[src/hw/apcm_pkg.sv]
package apcm_pkg;

    // Number of shared address / port pins handled here.
    localparam int unsigned PIN_COUNT = 6;

    // Port A index of the lowest shared pin (address line zero).
    localparam int unsigned PORT_A_FIRST = 8;

    // Port A index of the highest shared pin (address line five).
    localparam int unsigned PORT_A_LAST = 13;

    // Number of external bus control outputs gated by the idle policy.
    localparam int unsigned CTRL_COUNT = 3;

    // Width of the clock-output select field.
    localparam int unsigned CLOCK_OUT_PIN_SEL_W = 4;

    // Clock-output select codes.
    localparam logic [3:0] CLOCK_OUT_PIN_OFF = 4'h0;
    localparam logic [3:0] CLOCK_OUT_PIN_MASTER = 4'h1;
    localparam logic [3:0] CLOCK_OUT_PIN_PERIPH = 4'h2;
    localparam logic [3:0] CLOCK_OUT_PIN_OSC = 4'h3;
    localparam logic [3:0] CLOCK_OUT_PIN_PRESCALE = 4'h4;
    localparam logic [3:0] CLOCK_OUT_PIN_POSTSCALE = 4'h5;
    localparam logic [3:0] CLOCK_OUT_PIN_TEST0 = 4'h6;
    localparam logic [3:0] CLOCK_OUT_PIN_TEST1 = 4'h7;

    // Reset values and all-on patterns of the pin controls.
    localparam logic [5:0] PIN_OE_RESET = 6'h00;
    localparam logic [5:0] PIN_PU_RESET = 6'h3f;
    localparam logic [5:0] PIN_OUT_RESET = 6'h00;
    localparam logic [5:0] PIN_ALL_ON = 6'h3f;
    localparam logic [2:0] CTRL_OE_RESET = 3'h0;
    localparam logic [2:0] CTRL_OUT_RESET = 3'h7;
    localparam logic [2:0] CTRL_ALL_ON = 3'h7;

    // Clock-input mode pin values.
    localparam logic CLKIN_EXTERNAL = 1'b1;
    localparam logic CLKIN_CRYSTAL = 1'b0;

endpackage : apcm_pkg

[src/hw/apcm_clk_sel.sv]
module apcm_clk_sel
    import apcm_pkg::*;
(
    // Clock and reset.
    input wire logic ref_clk,
    input wire logic resetn,
    // Selection.
    input wire logic [apcm_pkg::CLOCK_OUT_PIN_SEL_W-1:0] clock_out_select_reg,
    // Candidate sources.
    input wire logic master_system_clock,
    input wire logic peripheral_bus_clock,
    input wire logic osc_out,
    input wire logic prescaler_clk,
    input wire logic postscaler_clk,
    input wire logic [1:0] test_sig,
    // Clock output pin.
    output logic clock_out_pin,
    output logic clock_out_oe
);

    logic src_w;
    logic en_w;

    // Source decode; unknown codes behave as off.
    assign src_w = (clock_out_select_reg == CLOCK_OUT_PIN_MASTER) ? master_system_clock :
                   (clock_out_select_reg == CLOCK_OUT_PIN_PERIPH) ? peripheral_bus_clock :
                   (clock_out_select_reg == CLOCK_OUT_PIN_OSC) ? osc_out :
                   (clock_out_select_reg == CLOCK_OUT_PIN_PRESCALE) ? prescaler_clk :
                   (clock_out_select_reg == CLOCK_OUT_PIN_POSTSCALE) ? postscaler_clk :
                   (clock_out_select_reg == CLOCK_OUT_PIN_TEST0) ? test_sig[0] :
                   (clock_out_select_reg == CLOCK_OUT_PIN_TEST1) ? test_sig[1] : 1'b0;
    assign en_w = (clock_out_select_reg != CLOCK_OUT_PIN_OFF) &&
                  (clock_out_select_reg <= CLOCK_OUT_PIN_TEST1);

    // Output buffer stage; the driver stays off throughout reset.
    always_ff @(posedge ref_clk or negedge resetn) begin
        if (!resetn) begin
            clock_out_pin <= 1'b0;
            clock_out_oe <= 1'b0;
        end else begin
            clock_out_pin <= src_w;
            clock_out_oe <= en_w;
        end
    end

    property p_clock_out_pin_off;
        @(posedge ref_clk) disable iff (!resetn)
        clock_out_select_reg == CLOCK_OUT_PIN_OFF |=> !clock_out_oe && !clock_out_pin;
    endproperty
    a_clock_out_pin_off: assert property (p_clock_out_pin_off) else $error("Clock out not off.");

    property p_clock_out_pin_master;
        @(posedge ref_clk) disable iff (!resetn)
        clock_out_select_reg == CLOCK_OUT_PIN_MASTER |=>
            clock_out_oe && clock_out_pin == $past(master_system_clock);
    endproperty
    a_clock_out_pin_master: assert property (p_clock_out_pin_master) else $error("Master clock not out.");

    property p_clock_out_pin_post;
        @(posedge ref_clk) disable iff (!resetn)
        clock_out_select_reg == CLOCK_OUT_PIN_POSTSCALE |=> clock_out_pin == $past(postscaler_clk);
    endproperty
    a_clock_out_pin_post: assert property (p_clock_out_pin_post) else $error("Postscaler not out.");

    property p_clock_out_pin_reset;
        @(posedge ref_clk) disable iff (!resetn)
        $rose(resetn) |-> !clock_out_oe;
    endproperty
    a_clock_out_pin_reset: assert property (p_clock_out_pin_reset) else $error("Clock out driven in reset.");

endmodule : apcm_clk_sel

[src/hw/apcm_top.sv]
// Functional notes
// - Shared pins start in address-bus role.
// - Carry address 0..5; reset: drivers off, pull-ups.
// - Idle bus tri-states or drives per idle bit.
// - Port mode: each pin independently input/output.
// - Cleared pull-up register bit disables pull-up.
// - Clock output emits selected buffered clock.
// - Clock output driver off during reset.
// - Input clock feeds core or PLL reference.
// - Mode pin: 1 external clock, 0 crystal.
module apcm_top
    import apcm_pkg::*;
(
    // Clock and reset.
    input wire logic ref_clk,
    input wire logic resetn,
    // External memory interface side.
    input wire logic [apcm_pkg::PIN_COUNT-1:0] emi_addr,
    input wire logic [apcm_pkg::CTRL_COUNT-1:0] emi_ctrl,
    input wire logic emi_bus_active,
    input wire logic bus_idle_drive_bit,
    // Port A side.
    input wire logic [apcm_pkg::PIN_COUNT-1:0] port_sel,
    input wire logic [apcm_pkg::PIN_COUNT-1:0] port_dir,
    input wire logic [apcm_pkg::PIN_COUNT-1:0] port_out,
    input wire logic [apcm_pkg::PORT_A_LAST:apcm_pkg::PORT_A_FIRST] port_a_pullup_enable_reg,
    output logic [apcm_pkg::PIN_COUNT-1:0] port_in,
    // Shared address pins.
    input wire logic [apcm_pkg::PIN_COUNT-1:0] addr_pin_i,
    output logic [apcm_pkg::PIN_COUNT-1:0] addr_pin_o,
    output logic [apcm_pkg::PIN_COUNT-1:0] addr_pin_oe,
    output logic [apcm_pkg::PIN_COUNT-1:0] addr_pin_pu,
    // External bus control pins.
    output logic [apcm_pkg::CTRL_COUNT-1:0] ctrl_pin_o,
    output logic [apcm_pkg::CTRL_COUNT-1:0] ctrl_pin_oe,
    // Clock output selection and sources.
    input wire logic [apcm_pkg::CLOCK_OUT_PIN_SEL_W-1:0] clock_out_select_reg,
    input wire logic master_system_clock,
    input wire logic peripheral_bus_clock,
    input wire logic osc_out,
    input wire logic prescaler_clk,
    input wire logic postscaler_clk,
    input wire logic [1:0] test_sig,
    output logic clock_out_pin,
    output logic clock_out_oe,
    // Input clock routing.
    input wire logic clock_input_select_pin,
    input wire logic crystal_in_pin,
    input wire logic crystal_out_pin_i,
    input wire logic pll_ref_sel,
    input wire logic pll_clk,
    output logic osc_amp_en,
    output logic core_clk_src,
    output logic pll_ref_clk
);

    logic addr_drive_w;
    logic [PIN_COUNT-1:0] pin_o_d;
    logic [PIN_COUNT-1:0] pin_oe_d;
    logic [PIN_COUNT-1:0] pin_pu_d;
    logic [CTRL_COUNT-1:0] ctrl_oe_d;
    logic input_clk_w;
    logic core_clk_d;
    logic pll_ref_d;

    // Address drivers run while the bus is busy, or when idle with drive held on.
    assign addr_drive_w = emi_bus_active || bus_idle_drive_bit;
    assign ctrl_oe_d = addr_drive_w ? CTRL_ALL_ON : CTRL_OE_RESET;

    // Per-pin selection between the address role and the port role.
    generate
        for (genvar i = 0; i < PIN_COUNT; i++) begin : g_pin
            // The address role drives the address, with enable set by the idle policy, until software selects the port role.
            assign pin_o_d[i] = port_sel[i] ? port_out[i] : emi_addr[i];
            assign pin_oe_d[i] = port_sel[i] ? port_dir[i] : addr_drive_w;
            // Pull-up bit index matches the port pin index.
            assign pin_pu_d[i] = port_a_pullup_enable_reg[PORT_A_FIRST + i];
        end
    endgenerate

    // Pin control registers; reset leaves drivers off and pull-ups on.
    always_ff @(posedge ref_clk or negedge resetn) begin
        if (!resetn) begin
            addr_pin_o <= PIN_OUT_RESET;
            addr_pin_oe <= PIN_OE_RESET;
            addr_pin_pu <= PIN_PU_RESET;
        end else begin
            addr_pin_o <= pin_o_d;
            addr_pin_oe <= pin_oe_d;
            addr_pin_pu <= pin_pu_d;
        end
    end

    // Control pins follow the same idle policy as the address pins.
    always_ff @(posedge ref_clk or negedge resetn) begin
        if (!resetn) begin
            ctrl_pin_o <= CTRL_OUT_RESET;
            ctrl_pin_oe <= CTRL_OE_RESET;
        end else begin
            ctrl_pin_o <= emi_ctrl;
            ctrl_pin_oe <= ctrl_oe_d;
        end
    end

    // Pin levels returned to the port, captured every cycle.
    always_ff @(posedge ref_clk or negedge resetn) begin
        if (!resetn) begin
            port_in <= PIN_OUT_RESET;
        end else begin
            port_in <= addr_pin_i;
        end
    end

    // Input clock: external clock on the crystal output pin, else the oscillator.
    assign input_clk_w = (clock_input_select_pin == CLKIN_EXTERNAL) ?
                         crystal_out_pin_i : crystal_in_pin;
    assign core_clk_d = pll_ref_sel ? pll_clk : input_clk_w;
    assign pll_ref_d = pll_ref_sel ? input_clk_w : 1'b0;

    // Clock routing registers; the amplifier runs only in crystal mode.
    always_ff @(posedge ref_clk or negedge resetn) begin
        if (!resetn) begin
            osc_amp_en <= 1'b0;
            core_clk_src <= 1'b0;
            pll_ref_clk <= 1'b0;
        end else begin
            osc_amp_en <= (clock_input_select_pin == CLKIN_CRYSTAL);
            core_clk_src <= core_clk_d;
            pll_ref_clk <= pll_ref_d;
        end
    end

    // Clock output selector and pin buffer.
    apcm_clk_sel u_clk_sel (
        .ref_clk(ref_clk),
        .resetn(resetn),
        .clock_out_select_reg(clock_out_select_reg),
        .master_system_clock(master_system_clock),
        .peripheral_bus_clock(peripheral_bus_clock),
        .osc_out(osc_out),
        .prescaler_clk(prescaler_clk),
        .postscaler_clk(postscaler_clk),
        .test_sig(test_sig),
        .clock_out_pin(clock_out_pin),
        .clock_out_oe(clock_out_oe)
    );

    property p_addr_role;
        @(posedge ref_clk) disable iff (!resetn)
        port_sel == 6'h00 && emi_bus_active |=>
            addr_pin_oe == PIN_ALL_ON && addr_pin_o == $past(emi_addr);
    endproperty
    a_addr_role: assert property (p_addr_role) else $error("Address role not driven.");

    property p_reset_state;
        @(posedge ref_clk) disable iff (!resetn)
        $rose(resetn) |-> addr_pin_oe == PIN_OE_RESET && addr_pin_pu == PIN_PU_RESET;
    endproperty
    a_reset_state: assert property (p_reset_state) else $error("Pins wrong in reset.");

    property p_idle_float;
        @(posedge ref_clk) disable iff (!resetn)
        !emi_bus_active && !bus_idle_drive_bit && port_sel == 6'h00 |=>
            addr_pin_oe == PIN_OE_RESET && ctrl_pin_oe == CTRL_OE_RESET;
    endproperty
    a_idle_float: assert property (p_idle_float) else $error("Idle bus not floated.");

    property p_idle_hold;
        @(posedge ref_clk) disable iff (!resetn)
        !emi_bus_active && bus_idle_drive_bit && port_sel == 6'h00 |=>
            addr_pin_oe == PIN_ALL_ON && ctrl_pin_oe == CTRL_ALL_ON;
    endproperty
    a_idle_hold: assert property (p_idle_hold) else $error("Idle bus not driven.");

    property p_port_mode;
        @(posedge ref_clk) disable iff (!resetn)
        port_sel == 6'h3f |=>
            addr_pin_oe == $past(port_dir) && addr_pin_o == $past(port_out);
    endproperty
    a_port_mode: assert property (p_port_mode) else $error("Port mode mismatch.");

    property p_pullup;
        @(posedge ref_clk) disable iff (!resetn)
        !port_a_pullup_enable_reg[PORT_A_FIRST] |=> !addr_pin_pu[0];
    endproperty
    a_pullup: assert property (p_pullup) else $error("Pull-up not disabled.");

    property p_clk_mode;
        @(posedge ref_clk) disable iff (!resetn)
        clock_input_select_pin && !pll_ref_sel |=>
            core_clk_src == $past(crystal_out_pin_i) && !osc_amp_en;
    endproperty
    a_clk_mode: assert property (p_clk_mode) else $error("External clock not used.");

    property p_pll_ref;
        @(posedge ref_clk) disable iff (!resetn)
        !clock_input_select_pin && pll_ref_sel |=>
            pll_ref_clk == $past(crystal_in_pin) && core_clk_src == $past(pll_clk);
    endproperty
    a_pll_ref: assert property (p_pll_ref) else $error("PLL reference wrong.");

    property p_ctrl_drive;
        @(posedge ref_clk) disable iff (!resetn)
        emi_bus_active |=> ctrl_pin_oe == CTRL_ALL_ON && ctrl_pin_o == $past(emi_ctrl);
    endproperty
    a_ctrl_drive: assert property (p_ctrl_drive) else $error("Controls not driven.");

    property p_pull_follow;
        @(posedge ref_clk) disable iff (!resetn)
        1'b1 |=> addr_pin_pu == $past(port_a_pullup_enable_reg);
    endproperty
    a_pull_follow: assert property (p_pull_follow) else $error("Pull-up stale.");

    property p_port_in;
        @(posedge ref_clk) disable iff (!resetn)
        1'b1 |=> port_in == $past(addr_pin_i);
    endproperty
    a_port_in: assert property (p_port_in) else $error("Pin level lost.");

    // A pin handed to the port must not pull the others out of the address role.
    property p_addr_split;
        @(posedge ref_clk) disable iff (!resetn)
        port_sel == 6'h01 && emi_bus_active |=>
            addr_pin_oe[5:1] == 5'h1f && addr_pin_o[5:1] == $past(emi_addr[5:1]);
    endproperty
    a_addr_split: assert property (p_addr_split) else $error("Address role lost.");

endmodule : apcm_top

[config.mk]
export PLATFORM = sky130hd
export DESIGN_NAME = apcm_top
export DESIGN_NICKNAME = d
export VERILOG_FILES = /design/src/hw/apcm_pkg.sv /design/src/hw/apcm_clk_sel.sv /design/src/hw/apcm_top.sv
export SDC_FILE = /design/constraint.sdc
export NUM_CORES = 1
export LEC_CHECK = 0
export BUFFER_PORTS_ARGS = -buffer_cell sky130_fd_sc_hd__buf_2
export CAP_MARGIN = 0
export CORE_MARGIN = 1
export CORE_UTILIZATION = 30
export CTS_CLUSTER_DIAMETER = 100
export CTS_CLUSTER_SIZE = 40
export DETAILED_ROUTE_END_ITERATION = 6
export HOLD_SLACK_MARGIN = 0.12
export PLACE_DENSITY = 0.72
export SLEW_MARGIN = 40
export SYNTH_ARGS = -nofsm -noshare
export SYNTH_HDL_FRONTEND = slang
export SYNTH_HIERARCHICAL = 1
export SYNTH_SLANG_ARGS = --single-unit
[constraint.sdc]
create_clock -name ref_clk -period 0.8 [get_ports ref_clk]
set_input_delay 0.12 -clock ref_clk [delete_from_list [all_inputs] [get_ports ref_clk]]
set_output_delay 0.12 -clock ref_clk [all_outputs]
set_load 0.02 [all_outputs]
* Yosys cells after proc, flatten, opt, wreduce, memory -nomap -nowiden
Cells that the tools add are included.
** Cells by class
- Order comparisons :: 1
- Muxes and demuxes :: 23
- Bitwise logic cells :: 1
- Reduce and logical (&&, ||, !) cells :: 3
- Eq/ne operators :: 7
** Operators by type and width (number)
- 2-to-1 mux 1 bit :: 22
- == test 4 x 3 -> 1 bit, second input constant :: 4
- == test 4 x 2 -> 1 bit, second input constant :: 2
- == test 4 x 1 -> 1 bit, second input constant :: 1
- <= comparator 4 x 3 -> 1 bit, second input constant :: 1
- nonzero test 4 bit :: 1
- 2-to-1 mux 3 bit :: 1
- logical AND 1 bit :: 1
- logical OR 1 bit :: 1
- inverter 1 bit :: 1
** Word-level totals
- Output and inout bits :: 35
- Word-level logic and storage cells :: 46
- Input port bits :: 59
- Flip-flop bits (word level) :: 35

* Longest topological paths before layout
- Depth after elaboration :: 8
- Gate-level depth with buffers :: 3
- Depth with buffers taken out :: 3

* By module
The synthesis kept the hierarchy.
** Modules (own cells, without submodules)
- apcm_top :: area each 991.0 um^2, cells each 51, times used 1
- apcm_clk_sel :: area each 118.9 um^2, cells each 10, times used 1

* Worst setup path after synthesis
No wires, ideal clock.
- Path type :: input to register
- Start point :: input port clock_out_select_reg[2] (netlist bit)
- End point :: register u_clk_sel.clock_out_pin
- Arrival time :: 0.752 ns
- Cell stages on the path :: 3
- Setup time :: 0.128 ns
- Path slack :: -0.080 ns
- Path buffers :: 0
- Cell sequence :: mux2_2 -> a221oi_1 -> nor3_1
** On the way
- Longest elaborated chain between the ends :: 8
** Ends and longest elaborated chain
- start, declared :: line apcm_top.sv:37 : input wire logic [apcm_pkg::CLOCK_OUT_PIN_SEL_W-1:0] clock_out_select_reg,
- == test 4 x 3 -> 1 bit :: line apcm_clk_sel.sv:31 : (clock_out_select_reg == CLOCK_OUT_PIN_TEST1) ? test_sig[1] : 1'b0;
- 2-to-1 mux 1 bit :: line apcm_clk_sel.sv:31
- 2-to-1 mux 1 bit :: line apcm_clk_sel.sv:30 : (clock_out_select_reg == CLOCK_OUT_PIN_TEST0) ? test_sig[0] :
- 2-to-1 mux 1 bit :: line apcm_clk_sel.sv:29 : (clock_out_select_reg == CLOCK_OUT_PIN_POSTSCALE) ? postscaler_clk :
- 2-to-1 mux 1 bit :: line apcm_clk_sel.sv:28 : (clock_out_select_reg == CLOCK_OUT_PIN_PRESCALE) ? prescaler_clk :
- 2-to-1 mux 1 bit :: line apcm_clk_sel.sv:27 : (clock_out_select_reg == CLOCK_OUT_PIN_OSC) ? osc_out :
- 2-to-1 mux 1 bit :: line apcm_clk_sel.sv:26 : (clock_out_select_reg == CLOCK_OUT_PIN_PERIPH) ? peripheral_bus_clock :
- 2-to-1 mux 1 bit * :: line apcm_clk_sel.sv:25 : assign src_w = (clock_out_select_reg == CLOCK_OUT_PIN_MASTER) ? master_system_clock :
- via u_clk_sel.src_w :: line apcm_clk_sel.sv:21 : logic src_w;
- end signal, assigned :: line apcm_clk_sel.sv:41 : clock_out_pin <= src_w;
- end, declared :: line apcm_clk_sel.sv:17 : output logic clock_out_pin,
Mark *: on every way through the listed nets, which the timed path passes. The rest lies on a longest branch.

* Worst setup path in the final report
- Start point :: register addr_pin_pu[2] (netlist bit)
- End point :: output port addr_pin_pu[2] (netlist bit)
** RTL lines
- start, declared :: line apcm_top.sv:32 : output logic [apcm_pkg::PIN_COUNT-1:0] addr_pin_pu,
- start signal, assigned :: line apcm_top.sv:90 : addr_pin_pu <= pin_pu_d;
No word-level cell between the ends.

==> summary.md <==
| Metric | Value |
|---|---|
| Final Slew Violations | `0` |
| # setup viols final | `36` |
| Wire length per cell | `between 10 and 15 microns` |
| Power Density | `between 1500 and 2000 nW/um^2` |
| Final count of hold timing violations | `0` |
| Tot GR Track Use | `about 18%` |
| Worst setup SP type | `register` |
| Kind of critical path | `reg2out` |
| Post-synthesis sequential area ratio | `roughly three quarters` |
| Register Area | `837 sq um` |
| Num ports | `94` |
| Worst Path Max Fanout | `1` |
| RSZ-0062 raised after global routing | `true` |
| Die area | `between 3000 and 4000 sq um` |
| Max stage delay on crit path | `between 0.5 and 0.6 ns` |
| Min Tclk post-route | `around 1.0 ns` |
| Vias per cell | `around 4.3` |
| Synthesis-to-finish area growth | `94.9%` |
| Most frequent cells in the layout | `58 x buf_2, 35 x buf_6, 24 x dfrtp_1, 19 x dlygate4sd3_1, 9 x dfstp_2` |
| Die Span Y | `62.8 microns` |
| Starting DRT DRC Count | `22` |
| Clock root buffer | `clkbuf_8` |
| Max Cap Violations | `0` |
| Setup_tns | `-5.14 ns` |
| WP data arrival | `a little over 0.9 ns` |
| Hold_sp | `emi_addr[5]` |
| Hold_ws | `0.0536 ns` |
| Antenna violations before repair | `0` |
| HP Class | `in2reg` |
| Fin crit share | `131%` |
| Ratio of cells with drive above 1 in the final layout | `69.1%` |
| Final estimated routing congestion in global placement | `~0.71` |
| Worst Setup End Kind | `output pin` |
| Distinct cell type count after synthesis | `15` |
| Max frequency | `~960 MHz` |
| Slew HR | `between 80% and 90%` |
| Diode count | `0` |
| Row cnt | `21` |
| CTS Buf Count | `5` |
| Synth Cell Area | `approximately 1100 sq um` |
| Final setup margin | `-0.245 ns` |
| Largest delay contributor family on the critical path | `flip-flops` |
| Port bufs | `between 90 and 100` |
| Hold Path Sink | `addr_pin_o[5]$_DFF_PN0_` |
| Crit path cell chain | `buf_6` |
| DP Worst Slack | `-0.237 ns` |
| CTS tree | `done` |
| Buf+Inv Stages, Crit Path | `1` |
| Initial core utilization | `between 30% and 40%` |
| Total congestion overflow | `0` |
| Clk sink count | `33` |
| Synth area leader | `dfrtp_1` |
| First-pass GRT wire length | `5.09 mm` |
| Slew @ Worst Pin | `~0.25 ns` |
| Peak VDD IR | `just under 0.8 mV` |
| Failing checks | `setup timing` |
| Setup Buffers After CTS | `0` |
| Worst path slowest cell | `dfstp_2` |
| Vias in the first global route | `between 1000 and 1500` |
| Clock transition at the registers of the reported paths | `about 0.060 ns` |
| Core area | `approximately 3400 sq um` |
| Fillers | `249` |
| Final #Nets | `around 240` |
| H-tree Lvls | `2` |
| Crit path required time | `about 0.68 ns` |
| Average size of a mapped cell | `18.2 sq um` |
| Synth top area cells | `dfrtp_1 54%, dfstp_2 21%, mux2_2 8.1%, mux2_1 6.1%, mux4_2 2.0%` |
| YS warnings | `6` |
| Clk buf depth | `2` |
| Die extent in x | `62.8 microns` |
| Remaining antenna violation count | `0` |
| Most common cell after layout, fill and taps aside | `buf_2` |
| Synthesized Nets | `120` |
| Cells after Synth | `between 60 and 70` |
| DRC | `0` |
| Yosys reg bits | `33` |
| Largest net degree at the start of global routing | `28` |
| Multi-input gate area | `approximately 250 sq um` |
| Min-Delay Path Depth | `2` |
| Outcome | `finished, violations left` |
| Drt first pass iters | `5` |
| Post-DP HPWL | `2.04 mm` |
| Final wirelength | `roughly 3.3 mm` |
| Via count | `984` |
| Share of the synthesized area in the top cell type | `54.1%` |
| Pleak | `between 1 and 1.5 nW` |
## cell usage after synthesis
cell type and n:
mux2_4 1, buf_6 1, nor3_1 2, dfrtp_1 24, and2_1 1, mux2_1 6
inv_1 1, dfstp_2 9, buf_4 2, mux4_2 1, nor2b_1 2, mux2_2 8
a221oi_1 1, or2_1 1, nor2_1 1
## per-layer routing
layer	share of wire [%]	vias up	track usage, %
li1	-	440	-
met1	34	463	17.5
met2	55	72	32.1
met3	7.7	9	6.02
met4	3.1	0	11.0
met5	0	-	0
## final cells by class
| cell class | count | share of cell area [%] |
|---|---|---|
| clock inverter | 1 | 0.231 |
| multi-input combinational | 24 | 11.7 |
| clock buffer | 7 | 4.45 |
| inverter | 1 | 0.174 |
| timing repair buffer | 115 | 42.0 |
| sequential | 33 | 38.7 |
| tap | 46 | 2.66 |
## worst max-delay path by stage
stage | start | endpoint | slack, ns | cells past startpoint
after CTS | ctrl_pin_o[1]$_DFF_PN1_ | ctrl_pin_o[1] | -0.25 | 1
after floorplan | clock_out_select_reg[0] | u_clk_sel/clock_out_pin$_DFF_PN0_ | -0.06 | 3
after global routing | addr_pin_pu[0]$_DFF_PN1_ | addr_pin_pu[0] | -0.28 | 1
after detailed placement | clock_out_select_reg[2] | u_clk_sel/clock_out_pin$_DFF_PN0_ | -0.24 | 4
after global placement | clock_out_select_reg[0] | u_clk_sel/clock_out_pin$_DFF_PN0_ | -0.19 | 4
final | addr_pin_pu[2]$_DFF_PN1_ | addr_pin_pu[2] | -0.24 | 1
## state kept, by name, indices dropped and copies added (netlist names)
name	flops
ctrl_pin_o	3
osc_amp_en	1
port_in	6
addr_pin_oe	6
core_clk_src	1
addr_pin_o	6
u_clk_sel/clock_out_oe	1
u_clk_sel/clock_out_pin	1
ctrl_pin_oe	1
pll_ref_clk	1
addr_pin_pu	6
## stage by stage
step | area (sq um) | power (W) | util, % | instances
floorplan | 1120 | 0.00210 | - | 61
global placement | 1650 | 0.00240 | 47.9 | 200
detailed placement | 1650 | 0.00242 | 47.9 | 200
CTS | 2160 | 0.00398 | 62.7 | 227
global route | 2160 | 0.00417 | 62.8 | 227
finish | 2160 | 0.00398 | 62.8 | 227
## power breakdown
part	total, W	switching (W)	internal (W)
Clock	0.00135	0.000571	0.000777
Sequential	0.00185	0.0000539	0.00179
Combinational	0.000782	0.000331	0.000451
## logic make-up (layout without fill, tap and decap cells)
family,Yosys count,count (layout),synth area share [%]
AOI/OAI and AO/OA,1,1,0.789
buffers and inverters,4,124,2.70
DFF,33,33,75.4
muxes,16,16,17.6
and+or+nand+nor,7,7,3.50
## what timing repair did
| item | CTS | global route |
|---|---|---|
| setup endpoints to repair | 35 | 37 |
| hold buffers | 19 | 1 |
| endpoints found under the hold margin | 56 | 14 |
| resized for setup | 70 | 1 |
Power figures use the tool's default switching activity.
